$ cat src/verilog/sdh_pkg.sv
/*
  Package for the SD/eMMC host controller core: register offsets, field
  positions, reset values, command indices, timing counts and state enums.
  Assumes a 32-bit AXI4-Lite register bus and a card clock on a pin.
*/
package sdh_pkg;

  // ***************************************************************
  // Register byte offsets
  // ***************************************************************
  localparam logic [7:0] SDH_OFF_BLOCK_SIZE  = 8'h00;
  localparam logic [7:0] SDH_OFF_BLOCK_COUNT = 8'h04;
  localparam logic [7:0] SDH_OFF_ARGUMENT    = 8'h08;
  localparam logic [7:0] SDH_OFF_XFER_MODE   = 8'h0C;
  localparam logic [7:0] SDH_OFF_COMMAND     = 8'h10;
  localparam logic [7:0] SDH_OFF_HOST_CTRL   = 8'h14;
  localparam logic [7:0] SDH_OFF_GAP_CTRL    = 8'h18;
  localparam logic [7:0] SDH_OFF_NORM_STAT   = 8'h1C;
  localparam logic [7:0] SDH_OFF_ERR_STAT    = 8'h20;
  localparam logic [7:0] SDH_OFF_PRESENT     = 8'h24;
  localparam logic [7:0] SDH_OFF_SW_RESET    = 8'h28;
  localparam logic [7:0] SDH_OFF_RESPONSE    = 8'h2C;

  // Number of card-domain synchronized registers
  localparam int SDH_NUM_SYNC = 7;
  localparam logic [2:0] SDH_SYNC_ID_ARG  = 3'h2;
  localparam logic [2:0] SDH_SYNC_ID_MODE = 3'h3;
  localparam logic [2:0] SDH_SYNC_ID_CMD  = 3'h4;
  localparam logic [2:0] SDH_SYNC_ID_HOST = 3'h5;
  localparam logic [2:0] SDH_SYNC_ID_GAP  = 3'h6;

  // ***************************************************************
  // Field positions
  // ***************************************************************
  localparam int SDH_MODE_ACMD_LSB   = 2;   // auto_command_enable_field [3:2]
  localparam int SDH_MODE_MULTI_BIT  = 5;
  localparam int SDH_MODE_READ_BIT   = 4;
  localparam int SDH_MODE_STREAM_BIT = 6;
  localparam int SDH_CMD_IDX_LSB     = 8;   // command index [13:8]
  localparam int SDH_CMD_DATA_BIT    = 5;
  localparam int SDH_CMD_RESUME_BIT  = 6;
  localparam int SDH_HOST_EMMC_BIT   = 0;
  localparam int SDH_GAP_STOP_BIT    = 0;
  localparam int SDH_NORM_CMD_DONE   = 0;
  localparam int SDH_NORM_XFER_DONE  = 1;
  localparam int SDH_NORM_GAP_EVENT  = 2;
  localparam int SDH_ERR_DATA_TMO    = 4;

  localparam logic [1:0]  SDH_ACMD_OFF   = 2'h0;
  localparam logic [31:0] SDH_RESET_ZERO = 32'h0000_0000;

  // ***************************************************************
  // Command indices: those with possible busy, plus CMD13 and CMD19
  // ***************************************************************
  localparam logic [5:0] SDH_CMD5  = 6'h05;
  localparam logic [5:0] SDH_CMD6  = 6'h06;
  localparam logic [5:0] SDH_CMD12 = 6'h0C;
  localparam logic [5:0] SDH_CMD13 = 6'h0D;
  localparam logic [5:0] SDH_CMD19 = 6'h13;
  localparam logic [5:0] SDH_CMD28 = 6'h1C;
  localparam logic [5:0] SDH_CMD29 = 6'h1D;
  localparam logic [5:0] SDH_CMD38 = 6'h26;

  // ***************************************************************
  // Card clock timing
  // ***************************************************************
  localparam logic [3:0] SDH_NRC_CLOCKS    = 4'h8;  // response end to next start
  localparam logic [3:0] SDH_RESUME_CLOCKS = 4'h2;  // response end to write restart
  localparam logic [3:0] SDH_TURN_CLOCKS   = 4'h2;  // FSM to pin turnaround

  // ***************************************************************
  // States
  // ***************************************************************
  typedef enum logic [2:0] {
    SDH_ST_IDLE  = 3'b000,
    SDH_ST_RESP  = 3'b001,
    SDH_ST_BUSY  = 3'b010,
    SDH_ST_GAP   = 3'b011,
    SDH_ST_DATA  = 3'b100,
    SDH_ST_PAUSE = 3'b101,
    SDH_ST_DRAIN = 3'b110
  } sdh_state_type;

endpackage

$ cat src/verilog/sdh_sync_if.sv
/*
  Interface carrying one register write from the bus side to the card
  side of the controller. Assumes both ends share aclk.
*/
`timescale 1ns/10ps
interface sdh_sync_if;
  logic        req;
  logic        ack;
  logic [2:0]  id;
  logic [31:0] data;
  logic        pend;
  logic [31:0] shadow [7];
  modport src (output req, output id, output data, input ack, input pend);
  modport dst (input req, input id, input data, output ack, output pend,
               output shadow);
endinterface

$ cat src/verilog/sdh_sync.sv
/*
  Card-domain register shadow: takes each register write by a
  request/acknowledge handshake, applied on a card clock edge.
  Assumes card_clk_rise is a one-cycle pulse from a synchronised pin.
*/
`timescale 1ns/10ps
module sdh_sync
  import sdh_pkg::*;
(
  // Clock and reset
  input  wire logic aclk,
  input  wire logic aresetn,
  input  wire logic card_clk_rise,
  // Write channel
  sdh_sync_if.dst   wr
);
  import sdh_pkg::*;

  logic        held;
  logic [2:0]  held_id;
  logic [31:0] held_data;

  // Capture a request only when idle, so back to back writes queue at the source
  always_ff @(posedge aclk) begin
    if (!aresetn) begin
      held      <= 1'b0;
      held_id   <= 3'h0;
      held_data <= SDH_RESET_ZERO;
      wr.ack    <= 1'b0;
    end else begin
      wr.ack <= 1'b0;
      if (!held && wr.req && !wr.ack) begin
        held      <= 1'b1;
        held_id   <= wr.id;
        held_data <= wr.data;
      end else if (held && card_clk_rise) begin
        held   <= 1'b0;
        wr.ack <= 1'b1;
      end
    end
  end

  assign wr.pend = held;

  genvar g;
  generate
    for (g = 0; g < SDH_NUM_SYNC; g++) begin : gen_shadow
      always_ff @(posedge aclk) begin
        if (!aresetn) begin
          wr.shadow[g] <= SDH_RESET_ZERO;
        end else if (held && card_clk_rise && held_id == 3'(g)) begin
          wr.shadow[g] <= held_data;
        end
      end
    end
  endgenerate
endmodule

$ cat src/verilog/sdh_core.sv
/*
  SD/eMMC host controller core: AXI4-Lite registers, command/response
  sequencing with busy handling, read/write data flow control and
  card clock gating. Assumes the card clock and DAT/CMD lines arrive as
  pins, sampled here through two flip-flops.
*/
`timescale 1ns/10ps
module sdh_core
  import sdh_pkg::*;
#(
  parameter int FIFO_BLOCKS = 2,
  parameter int TMO_CLOCKS  = 4096
)(
  // Clock and reset
  input  wire logic        aclk,
  input  wire logic        aresetn,
  // AXI4-Lite write
  input  wire logic [7:0]  s_axi_awaddr,
  input  wire logic        s_axi_awvalid,
  output logic             s_axi_awready,
  input  wire logic [31:0] s_axi_wdata,
  input  wire logic [3:0]  s_axi_wstrb,
  input  wire logic        s_axi_wvalid,
  output logic             s_axi_wready,
  output logic [1:0]       s_axi_bresp,
  output logic             s_axi_bvalid,
  input  wire logic        s_axi_bready,
  // AXI4-Lite read
  input  wire logic [7:0]  s_axi_araddr,
  input  wire logic        s_axi_arvalid,
  output logic             s_axi_arready,
  output logic [31:0]      s_axi_rdata,
  output logic [1:0]       s_axi_rresp,
  output logic             s_axi_rvalid,
  input  wire logic        s_axi_rready,
  // Card pins
  input  wire logic        card_clk_in,
  input  wire logic        dat0_in,
  input  wire logic        resp_end_in,
  input  wire logic        block_done_in,
  input  wire logic        card_detect_input,
  input  wire logic        write_protect_input,
  output logic             card_clk_en,
  output logic             cmd_start,
  output logic [5:0]       cmd_index,
  output logic [31:0]      cmd_arg,
  output logic             dat_out,
  output logic             dat_oe,
  // Data buffer status from the DMA side
  input  wire logic        block_to_mem
);
  import sdh_pkg::*;

  // ***************************************************************
  // Pin synchronisers
  // ***************************************************************
  logic [1:0] clk_s, dat0_s, rend_s, bdone_s, cd_s, wp_s;
  logic       clk_q;
  always_ff @(posedge aclk) begin
    if (!aresetn) begin
      clk_s <= 2'h0; dat0_s <= 2'h3; rend_s <= 2'h0;
      bdone_s <= 2'h0; cd_s <= 2'h0; wp_s <= 2'h0; clk_q <= 1'b0;
    end else begin
      clk_s   <= {clk_s[0], card_clk_in};
      dat0_s  <= {dat0_s[0], dat0_in};
      rend_s  <= {rend_s[0], resp_end_in};
      bdone_s <= {bdone_s[0], block_done_in};
      cd_s    <= {cd_s[0], card_detect_input};
      wp_s    <= {wp_s[0], write_protect_input};
      clk_q   <= clk_s[1];
    end
  end
  logic rise, card_busy, resp_end, blk_done;
  assign rise      = clk_s[1] & ~clk_q;
  assign card_busy = ~dat0_s[1];
  assign resp_end  = rend_s[1];
  assign blk_done  = bdone_s[1];

  // ***************************************************************
  // Busy command decode
  // ***************************************************************
  function automatic logic busy_cmd(input logic [5:0] idx, input logic emmc);
    busy_cmd = (idx == SDH_CMD12) || (idx == SDH_CMD28) ||
               (idx == SDH_CMD29) || (idx == SDH_CMD38) ||
               (emmc && ((idx == SDH_CMD5) || (idx == SDH_CMD6)));
  endfunction

  // ***************************************************************
  // Register write crossing
  // ***************************************************************
  sdh_sync_if sif ();
  sdh_sync u_sync (
    .aclk          (aclk),
    .aresetn       (aresetn),
    .card_clk_rise (rise),
    .wr            (sif.dst)
  );

  logic        aw_ok, w_ok, soft_rst, fire;
  logic [7:0]  aw_q;
  logic [31:0] w_q;
  logic [31:0] norm_stat, err_stat, resp_reg;
  logic        wr_go;
  // A write is only accepted when the crossing is free
  assign wr_go = aw_ok && w_ok && !s_axi_bvalid && !sif.req && !sif.pend;

  always_ff @(posedge aclk) begin
    if (!aresetn) begin
      aw_ok <= 1'b0; w_ok <= 1'b0; aw_q <= 8'h00; w_q <= SDH_RESET_ZERO;
      s_axi_awready <= 1'b0; s_axi_wready <= 1'b0;
    end else begin
      s_axi_awready <= !aw_ok && !s_axi_awready;
      s_axi_wready  <= !w_ok && !s_axi_wready;
      if (s_axi_awvalid && s_axi_awready) begin
        aw_ok <= 1'b1; aw_q <= s_axi_awaddr;
      end
      if (s_axi_wvalid && s_axi_wready) begin
        w_ok <= 1'b1; w_q <= s_axi_wdata;
      end
      if (wr_go) begin
        aw_ok <= 1'b0; w_ok <= 1'b0;
      end
    end
  end

  // Write response and crossing request
  always_ff @(posedge aclk) begin
    if (!aresetn) begin
      s_axi_bvalid <= 1'b0; s_axi_bresp <= 2'h0;
      sif.req <= 1'b0; sif.id <= 3'h0; sif.data <= SDH_RESET_ZERO;
      soft_rst <= 1'b0; fire <= 1'b0;
    end else begin
      soft_rst <= 1'b0;
      // Start the command only once its word has reached the card side
      fire     <= sif.ack && (sif.id == SDH_SYNC_ID_CMD);
      if (sif.ack) sif.req <= 1'b0;
      if (s_axi_bvalid && s_axi_bready) s_axi_bvalid <= 1'b0;
      if (wr_go) begin
        s_axi_bvalid <= 1'b1;
        s_axi_bresp  <= 2'h0;
        if (aw_q[7:2] <= SDH_OFF_GAP_CTRL[7:2]) begin
          sif.req  <= 1'b1;
          sif.id   <= aw_q[4:2];
          sif.data <= w_q;
        end else if (aw_q == SDH_OFF_SW_RESET) begin
          soft_rst <= w_q[0];
        end else if (aw_q != SDH_OFF_NORM_STAT && aw_q != SDH_OFF_ERR_STAT) begin
          s_axi_bresp <= 2'h2;
        end
      end
    end
  end

  // ***************************************************************
  // Command and data state machine (card side)
  // ***************************************************************
  sdh_state_type st;
  logic [3:0]  gap_cnt, turn_cnt;
  logic        cmd_pend, pend_busy, auto_pend, bus_test, read_xfer, resume_wr;
  logic [7:0]  fifo_lvl;
  logic [15:0] tmo_cnt;
  logic [31:0] mode_r, host_r, gap_r, cmd_r;
  assign mode_r = sif.shadow[SDH_SYNC_ID_MODE];
  assign host_r = sif.shadow[SDH_SYNC_ID_HOST];
  assign gap_r  = sif.shadow[SDH_SYNC_ID_GAP];
  assign cmd_r  = sif.shadow[SDH_SYNC_ID_CMD];

  logic set_cmd_done, set_xfer_done, set_gap, set_tmo;

  always_ff @(posedge aclk) begin
    if (!aresetn || soft_rst) begin
      st <= SDH_ST_IDLE; gap_cnt <= 4'h0; turn_cnt <= 4'h0;
      cmd_pend <= 1'b0; pend_busy <= 1'b0; auto_pend <= 1'b0;
      bus_test <= 1'b0; read_xfer <= 1'b0; resume_wr <= 1'b0;
      fifo_lvl <= 8'h00; tmo_cnt <= 16'h0000;
      card_clk_en <= 1'b0; cmd_start <= 1'b0; cmd_index <= 6'h00;
      cmd_arg <= SDH_RESET_ZERO; dat_out <= 1'b1; dat_oe <= 1'b0;
      set_cmd_done <= 1'b0; set_xfer_done <= 1'b0; set_gap <= 1'b0; set_tmo <= 1'b0;
    end else begin
      cmd_start <= 1'b0;
      set_cmd_done <= 1'b0; set_xfer_done <= 1'b0; set_gap <= 1'b0; set_tmo <= 1'b0;
      if (fire) cmd_pend <= 1'b1;
      if (rise && gap_cnt != 4'h0) gap_cnt <= gap_cnt - 4'h1;
      if (block_to_mem && fifo_lvl != 8'h00) fifo_lvl <= fifo_lvl - 8'h01;
      case (st)
        SDH_ST_IDLE: begin
          card_clk_en <= 1'b1;
          dat_oe      <= 1'b0;
          // Auto command waits for the same response-end spacing (gap_cnt) as any command
          if ((cmd_pend || auto_pend) && gap_cnt == 4'h0 && rise) begin
            cmd_start <= 1'b1;
            cmd_index <= auto_pend ? SDH_CMD12 : cmd_r[SDH_CMD_IDX_LSB +: 6];
            cmd_arg   <= sif.shadow[SDH_SYNC_ID_ARG];
            pend_busy <= busy_cmd(auto_pend ? SDH_CMD12 : cmd_r[SDH_CMD_IDX_LSB +: 6],
                                  host_r[SDH_HOST_EMMC_BIT]);
            if (!auto_pend && cmd_r[SDH_CMD_IDX_LSB +: 6] == SDH_CMD19) bus_test <= 1'b1;
            resume_wr <= !auto_pend && cmd_r[SDH_CMD_RESUME_BIT];
            read_xfer <= mode_r[SDH_MODE_READ_BIT];
            cmd_pend  <= 1'b0;
            auto_pend <= 1'b0;
            st        <= SDH_ST_RESP;
          end
        end
        SDH_ST_RESP: if (resp_end) begin
          gap_cnt      <= SDH_NRC_CLOCKS;
          set_cmd_done <= 1'b1;
          turn_cnt     <= SDH_RESUME_CLOCKS;
          if (pend_busy) st <= SDH_ST_BUSY;
          else if (cmd_r[SDH_CMD_DATA_BIT] || resume_wr) st <= SDH_ST_GAP;
          else st <= SDH_ST_IDLE;
        end
        SDH_ST_BUSY: if (rise && !card_busy) begin
          set_xfer_done <= 1'b1;
          st <= SDH_ST_IDLE;
        end
        SDH_ST_GAP: if (rise) begin
          // Never drive a resumed write onto a busy card
          if (turn_cnt != 4'h0) turn_cnt <= turn_cnt - 4'h1;
          else if (read_xfer || !card_busy) begin
            st      <= SDH_ST_DATA;
            tmo_cnt <= 16'h0000;
          end
        end
        SDH_ST_DATA: begin
          dat_oe <= !read_xfer;
          if (rise) dat_out <= ~dat_out;
          // The timeout does not count during a bus test (CMD19)
          if (rise && !bus_test) tmo_cnt <= tmo_cnt + 16'h0001;
          if (tmo_cnt == 16'(TMO_CLOCKS)) begin
            set_tmo <= 1'b1; st <= SDH_ST_IDLE;
          end
          if (blk_done && read_xfer) begin
            fifo_lvl <= fifo_lvl + 8'h01;
            if (fifo_lvl + 8'h01 >= 8'(FIFO_BLOCKS)) begin
              card_clk_en <= 1'b0;
              st <= SDH_ST_PAUSE;
            end
          end
          if (!read_xfer && mode_r[SDH_MODE_STREAM_BIT] && block_to_mem) begin
            turn_cnt <= SDH_TURN_CLOCKS;
            st       <= SDH_ST_DRAIN;
          end else if (blk_done && !mode_r[SDH_MODE_MULTI_BIT]) begin
            set_xfer_done <= 1'b1;
            bus_test <= 1'b0;
            auto_pend <= mode_r[SDH_MODE_ACMD_LSB +: 2] != SDH_ACMD_OFF;
            st <= SDH_ST_IDLE;
          end
        end
        SDH_ST_PAUSE: begin
          card_clk_en <= 1'b0;
          if (fifo_lvl < 8'(FIFO_BLOCKS)) begin
            // Stop request seen while paused ends at the gap
            if (gap_r[SDH_GAP_STOP_BIT]) begin
              set_gap <= 1'b1;
              st <= SDH_ST_IDLE;
            end else begin
              card_clk_en <= 1'b1;
              st <= SDH_ST_DATA;
            end
          end
        end
        SDH_ST_DRAIN: if (rise) begin
          // Last bits still in flight to the pins
          if (turn_cnt != 4'h0) turn_cnt <= turn_cnt - 4'h1;
          else begin
            card_clk_en <= 1'b0;
            dat_oe <= 1'b0;
            st <= SDH_ST_IDLE;
          end
        end
        default: st <= SDH_ST_IDLE;
      endcase
    end
  end

  // ***************************************************************
  // Status registers: set wins over a software clear
  // ***************************************************************
  logic clr_norm, clr_err;
  assign clr_norm = wr_go && aw_q == SDH_OFF_NORM_STAT;
  assign clr_err  = wr_go && aw_q == SDH_OFF_ERR_STAT;
  always_ff @(posedge aclk) begin
    if (!aresetn) begin
      norm_stat <= SDH_RESET_ZERO; err_stat <= SDH_RESET_ZERO; resp_reg <= SDH_RESET_ZERO;
    end else begin
      norm_stat <= (clr_norm ? norm_stat & ~w_q : norm_stat) |
                   (32'(set_cmd_done) << SDH_NORM_CMD_DONE) |
                   (32'(set_xfer_done) << SDH_NORM_XFER_DONE) |
                   (32'(set_gap) << SDH_NORM_GAP_EVENT);
      err_stat  <= (clr_err ? err_stat & ~w_q : err_stat) |
                   (32'(set_tmo) << SDH_ERR_DATA_TMO);
      if (set_cmd_done) resp_reg <= {24'h000000, 2'h0, cmd_index};
    end
  end

  // ***************************************************************
  // AXI4-Lite read
  // ***************************************************************
  always_ff @(posedge aclk) begin
    if (!aresetn) begin
      s_axi_arready <= 1'b0; s_axi_rvalid <= 1'b0;
      s_axi_rdata <= SDH_RESET_ZERO; s_axi_rresp <= 2'h0;
    end else begin
      s_axi_arready <= !s_axi_rvalid && !s_axi_arready;
      if (s_axi_rvalid && s_axi_rready) s_axi_rvalid <= 1'b0;
      if (s_axi_arvalid && s_axi_arready) begin
        s_axi_rvalid <= 1'b1;
        s_axi_rresp  <= 2'h0;
        if (s_axi_araddr[7:2] <= SDH_OFF_GAP_CTRL[7:2]) begin
          s_axi_rdata <= sif.shadow[s_axi_araddr[4:2]];
        end else if (s_axi_araddr == SDH_OFF_NORM_STAT) begin
          s_axi_rdata <= norm_stat;
        end else if (s_axi_araddr == SDH_OFF_ERR_STAT) begin
          s_axi_rdata <= err_stat;
        end else if (s_axi_araddr == SDH_OFF_PRESENT) begin
          s_axi_rdata <= {24'h000000, 1'b0, st, card_busy, wp_s[1], cd_s[1], sif.pend};
        end else if (s_axi_araddr == SDH_OFF_RESPONSE) begin
          s_axi_rdata <= resp_reg;
        end else begin
          s_axi_rdata <= SDH_RESET_ZERO;
          s_axi_rresp <= 2'h2;
        end
      end
    end
  end
endmodule

$ cat config.mk
export PLATFORM = sky130hd
export DESIGN_NAME = sdh_core
export DESIGN_NICKNAME = d
export VERILOG_FILES = /design/src/verilog/sdh_pkg.sv /design/src/verilog/sdh_sync_if.sv /design/src/verilog/sdh_sync.sv /design/src/verilog/sdh_core.sv
export SDC_FILE = /design/constraint.sdc
export NUM_CORES = 1
export LEC_CHECK = 0
export BUFFER_PORTS_ARGS = -buffer_cell sky130_fd_sc_hd__buf_2
export CORE_MARGIN = 2
export CORE_UTILIZATION = 25
export DETAILED_ROUTE_END_ITERATION = 8
export PLACE_DENSITY = 0.47
export SLEW_MARGIN = 15
export SYNTH_ARGS = -nofsm -noshare
export SYNTH_HDL_FRONTEND = slang
export SYNTH_HIERARCHICAL = 1
export SYNTH_SLANG_ARGS = --single-unit
$ cat constraint.sdc
create_clock -name aclk -period 2.51 [get_ports aclk]
set_clock_uncertainty 0.05 [all_clocks]
set_input_delay 0 -clock aclk [delete_from_list [all_inputs] [get_ports aclk]]
set_output_delay 0 -clock aclk [all_outputs]
set_load 0.01 [all_outputs]
After elaboration in Yosys (flattened, before gate mapping)
Cells that the tools add are included.
- register bits: 552
- bits of input ports: 66
- output and inout port bits: 83
- word-level logic and storage cells: 324
- add/sub/neg operators: 5
- $lt $le $gt $ge: 5
- equality and inequality tests: 48
- muxes and demuxes: 91
- bitwise operators: 20
- reductions and logical operators: 96
- operator list (cell ; count):
    two-way mux 32 bit ; 7
    binary-select mux 32 bit (select 3 bit) ; 1
    bitwise AND 32 bit ; 2
    two-way mux 16 bit ; 4
    two-way mux 3 bit ; 15
    == test 8 x 6 -> 1 bit (second input constant) ; 5
    logical AND 1 bit ; 39
    two-way mux 1 bit ; 33
    != test 2 bit (second input constant) ; 16
    NOT 32 bit ; 1
    bitwise OR 32 x 1 -> 32 bit ; 1
    bitwise OR 32 x 2 -> 32 bit ; 1
    bitwise OR 32 x 3 -> 32 bit ; 1
    bitwise OR 32 x 5 -> 32 bit ; 1
    case mux 16 bit (2 select lines) ; 1
    two-way mux 4 bit ; 7
    two-way mux 8 bit ; 3
    == test 3 bit (second input constant) ; 7
    case mux 3 bit (7 select lines) ; 1
    two-way mux 2 bit ; 10
    AND reduction 5 bit ; 4
    == test 6 x 5 -> 1 bit (second input constant) ; 3
    adder 16 x 1 -> 16 bit (second input constant) ; 1
    == test 16 x 13 -> 1 bit (second input constant) ; 1
    40 further kinds ; 100

Logic depth before layout (Yosys ltp)
- depth in word-level cells: 9
- mapped depth: 8
- mapped depth without buffers: 7

Hierarchy
Netlist, hierarchy kept.
- modules (own cells, without submodules) (module ; instances ; cells each ; area each (um2) ; seq. area each (um2)):
    sdh_core ; 1 ; 1569 ; 13335.3 ; 5785.5
    sdh_sync ; 1 ; 927 ; 9386.5 ; 5225.0

Least setup slack after synthesis
Ideal clock, no wire load.
- path type: register -> register
- start point: register turn_cnt[0]
- end point: register tmo_cnt[15]
- setup time: 0.115 ns
- arrival time: 1.938 ns
- data required time: 2.345 ns
- path slack: 0.407 ns
- stages on the path, launching flop included: 9
- buffers on the path: 1
- clock period less this slack: 2.103 ns
- path through: dfxtp_1 inv_1 ha_1 or3b_4 nor4_4 o211ai_2 buf_2 o31a_1 o21a_1
- longest elaborated chain between the ends: 3
- RTL lines (element ; RTL line ; RTL):
    start: declaration ; sdh_core.sv:158 ; logic [3:0] gap_cnt, turn_cnt;
    start signal: assignment ; sdh_core.sv:218 ; if (turn_cnt != 4'h0) turn_cnt <= turn_cnt - 4'h1;
    start signal: assignment ; sdh_core.sv:264 ; if (turn_cnt != 4'h0) turn_cnt <= turn_cnt - 4'h1;
    nonzero test 4 bit ; sdh_core.sv:218 ;
    != test 2 bit (no line) ; - ;
    AND reduction 5 bit (no line) ; - ;
    end signal: assignment ; sdh_core.sv:228 ; if (rise && !bus_test) tmo_cnt <= tmo_cnt + 16'h0001;
    end: declaration ; sdh_core.sv:161 ; logic [15:0] tmo_cnt;
Every way passes these cells.
A chain may end at the register's enable or synchronous reset.

Final worst setup path
- start point: register u_sync.wr.shadow[100]
- end point: register s_axi_rdata[4]
- longest elaborated chain between the ends: 4
- RTL lines (element ; RTL line ; RTL):
    start: declaration ; sdh_sync_if.sv:15 ; output shadow);
    start signal: indexed assignment ; sdh_sync.sv:52 ; wr.shadow[g] <= held_data;
    binary-select mux 32 bit (select 3 bit) ; sdh_core.sv:310 ; s_axi_rdata <= sif.shadow[s_axi_araddr[4:2]];
    two-way mux 32 bit (not written as such) (2 in series) ; sdh_core.sv:310 ;
    two-way mux 32 bit ; sdh_core.sv:309 ; if (s_axi_araddr[7:2] <= SDH_OFF_GAP_CTRL[7:2]) begin
    end signal: assignment ; sdh_core.sv:310 ;
    end signal: assignment ; sdh_core.sv:312 ; s_axi_rdata <= norm_stat;
    end signal: assignment ; sdh_core.sv:314 ; s_axi_rdata <= err_stat;
    end: declaration ; sdh_core.sv:32 ; output logic [31:0] s_axi_rdata,
Every way passes these cells. The select of a mux whose other input is x is not followed.

==> impl_metrics.csv <==
group,metric,value,unit
timing,drv_slew,0,
job,cap_violations,0,
synthesis,yosysSeqAreaShare,0.485,
clock_network,postCtsSetupBuffers,0,
critical_path,reg2reg_to,"s_axi_rdata[4]",
routing,drt_iter0_markers,1141,
grt,grt_pass1_wl,105000,um
routing,ant_nets,0,
pwr,power_density,711,mW/mm^2
synthesis,ys.flop_type,"dfxtp_1",
synthesis,synth_edf_count,0,
die,rows,110,
routing,dr.pass1.iters,5,
timing,rsz0062_at_grt,"false",
die,fp.dieW,305,um
pwr,combPwrFrac,0.084,
routing,vias,17900,
hold_path,holdPathStages,6,
placement,dpl.cell_count,3701,
timing,period_needed,2.30,ns
final_layout,largest_reg_flops,224,
routing,vias_per_cell,4.57,
pwr,switchingPower,4.91,mW
synthesis,synthCells,2496,
grt,antenna_found_initial,0,
critical_path,rr_worst_depth,6,
final_layout,drive_gt1_frac,0.140,
clock_network,ctsHoldBuffers,103,
grt,grt_overflow,0,
clock_network,cts.repair.resized,0,
clock_network,numClockSinks,550,
final_layout,layout.nets,2762,
hold_path,hold_class,"input pin to register",
placement,place_congestion,0.793,
critical_path,r2r_slack,0.21,ns
final_layout,nFillCells,9503,
final_layout,mostFrequentLayoutCells,"nand2_1, dfxtp_1, mux2i_1",
pwr,p_leak,10.3,nW
die,ios,149,
timing,fmax,434,MHz
clock_network,clk_pin_slew,0.07,ns
critical_path,startpoint,"u_sync/wr.shadow[100]",
critical_path,rr_startpoint,"u_sync/wr.shadow[100]",
timing,slew-limit-headroom,0.548,
synthesis,ys_ff_latch,550,
synthesis,syn_area,0.0227,mm^2
placement,hpwl,45000,um
pwr,switching_share,0.246,
final_layout,synthToLayoutAreaGrowth,23.7,%
critical_path,cp-end-kind,"register",
clock_network,cts_tree,"done",
clock_network,clk_latency,0.63,ns
final_layout,diodes,0,
run_status,status,"finished clean",
die,fp.dieArea,0.0933,mm^2
timing,finalHoldViolCount,0,
synthesis,synth_cell_types,80,
routing,wire_per_inst,17.5,um
die,initial_core_util,0.252,
timing,period_share,0.918,
die,core,0.0900,mm^2
hold_path,hold_end,"s_axi_rdata[29]",
pwr,power.internal,15.1,mW
synthesis,syn_area_per_cell,9.10,um^2
critical_path,critical_path_class,"register to register",
die,die_h,305,um
critical_path,critPathArrivalTime,2.75,ns
hold_path,min_from,"s_axi_araddr[0]",
clock_network,clock-root-buffer,"clkbuf_16",
pwr,power.clock.fraction,0.461,
timing,setup_ws,0.207,ns
synthesis,yosysTopAreaCellShare,0.485,
pwr,seq_power_share,0.455,
routing,route.detailed.drc,0,
placement,dp_slack,-0.00329,ns
timing,setup_tns,0,ns
clock_network,numCtsBuffers,58,
final_layout,finalNonFillerCells,3913,
final_layout,final_area,0.0281,mm^2
critical_path,cp.required,2.96,ns
routing,wirelength,68300,um
grt,grt_pass1_vias,16900,
clock_network,cts_buffer_depth,3,
critical_path,cp_max_fo,3,
pwr,vdd_drop_max,0.000544,V
placement,io_buffers,142,
grt,track_usage,0.142,
timing,setup_viol,0,
final_layout,layout_commonest_cell,"nand2_1",
grt,grt_max_degree,99,
synthesis,synth_area_leader_cell,"dfxtp_1",
critical_path,critPathLaunchType,"register",
final_layout,regMostFlops,"u_sync/wr.shadow",
synthesis,synthTopCellsByArea,"dfxtp_1, mux2i_1, nand2_1, a21boi_0, a21oi_1",
synthesis,synth_warnings,6,
timing,worst_slew_pin_slew,0.661,ns
placement,postPlaceCellArea,0.0250,mm^2
synthesis,async_reset_ff_frac,0,
clock_network,cts-htree-levels,2,
-- power groups by stage --
stage / Combinational (mW) / Clock, mW / Sequential (mW)
final: 1.69 / 9.22 / 9.10
after global routing: 1.86 / 9.83 / 9.12
after CTS: 1.70 / 9.48 / 9.09
after detailed placement: 1.58 / 0 / 9.29
after global placement: 1.58 / 0 / 9.29
after floorplan: 1.08 / 0 / 9.19
-- cells by family (layout without fill, tap and decap cells) --
logic type / after synthesis / after routing / synth area share
DFF: 550 / 550 / 0.485
buffers and inverters: 206 / 446 / 0.0383
AOI/OAI and AO/OA: 482 / 482 / 0.139
other: 1 / 2 / 0.000165
adders and majority gates: 8 / 8 / 0.00441
muxes: 301 / 301 / 0.150
xor gates and xnor gates: 16 / 16 / 0.00617
and+or+nand+nor: 932 / 932 / 0.177
-- how the worst max path moves through the flow --
stage	endpoint	slack (ns)	cells after the start
after floorplan	tmo_cnt[15]	0.41	8
after global placement	s_axi_rdata[4]	0.03	7
after detailed placement	s_axi_rdata[4]	-0.003	7
after CTS	s_axi_rdata[4]	0.13	6
after global routing	tmo_cnt[5]	0.08	7
final	s_axi_rdata[4]	0.21	6
-- metal layers --
metal | up-vias | share of wire | track usage | wire [um]
li1 | 8998 | - | - | -
met1 | 8484 | 0.52 | 0.216 | 35900
met2 | 333 | 0.42 | 0.211 | 28700
met3 | 80 | 0.038 | 0.0193 | 2570
met4 | 0 | 0.018 | 0.0336 | 1240
met5 | - | 0 | 0 | 0
-- layout make-up --
cell class	instances	area, um^2	area share
sequential	550	11000	0.392
tap	1176	1470	0.0523
multi-input combinational	1741	10900	0.388
timing repair buffer	323	2610	0.0927
inverter	14	52.6	0.00187
clock buffer	84	1720	0.0612
clock inverter	25	335	0.0119
-- stage by stage --
step                       util  power (mW)  hold slack (ns)
after floorplan               -        10.3           0.0515
after global placement    0.278        10.9            0.142
after detailed placement  0.278        10.9            0.142
after CTS                 0.312        20.3           0.0405
after global routing      0.312        20.8           0.0588
final                     0.312        20.0           0.0825
-- cells in the mapped netlist, drive strengths merged, types with 12 or more instances --
cell / instances
nor2: 131
mux2i: 264
a211o: 26
buf: 59
nor3b: 15
nor2b: 16
nand3: 22
nor3: 27
nand4: 12
clkbuf: 133
a221oi: 22
dfxtp: 550
nand2: 629
inv: 14
and2: 18
mux4: 32
a21oi: 164
o21ai: 58
a31oi: 12
a21boi: 118
-- worst max-delay path, cell delays in order, from the launching register on --
cell	delay, ns
dfxtp_1	0.32
mux4_2	0.46
nor2_1	0.31
a211oi_1	0.15
a2111oi_0	0.65
buf_4	0.21
nor2_1	0.04
(Power assumes the default switching activity.)
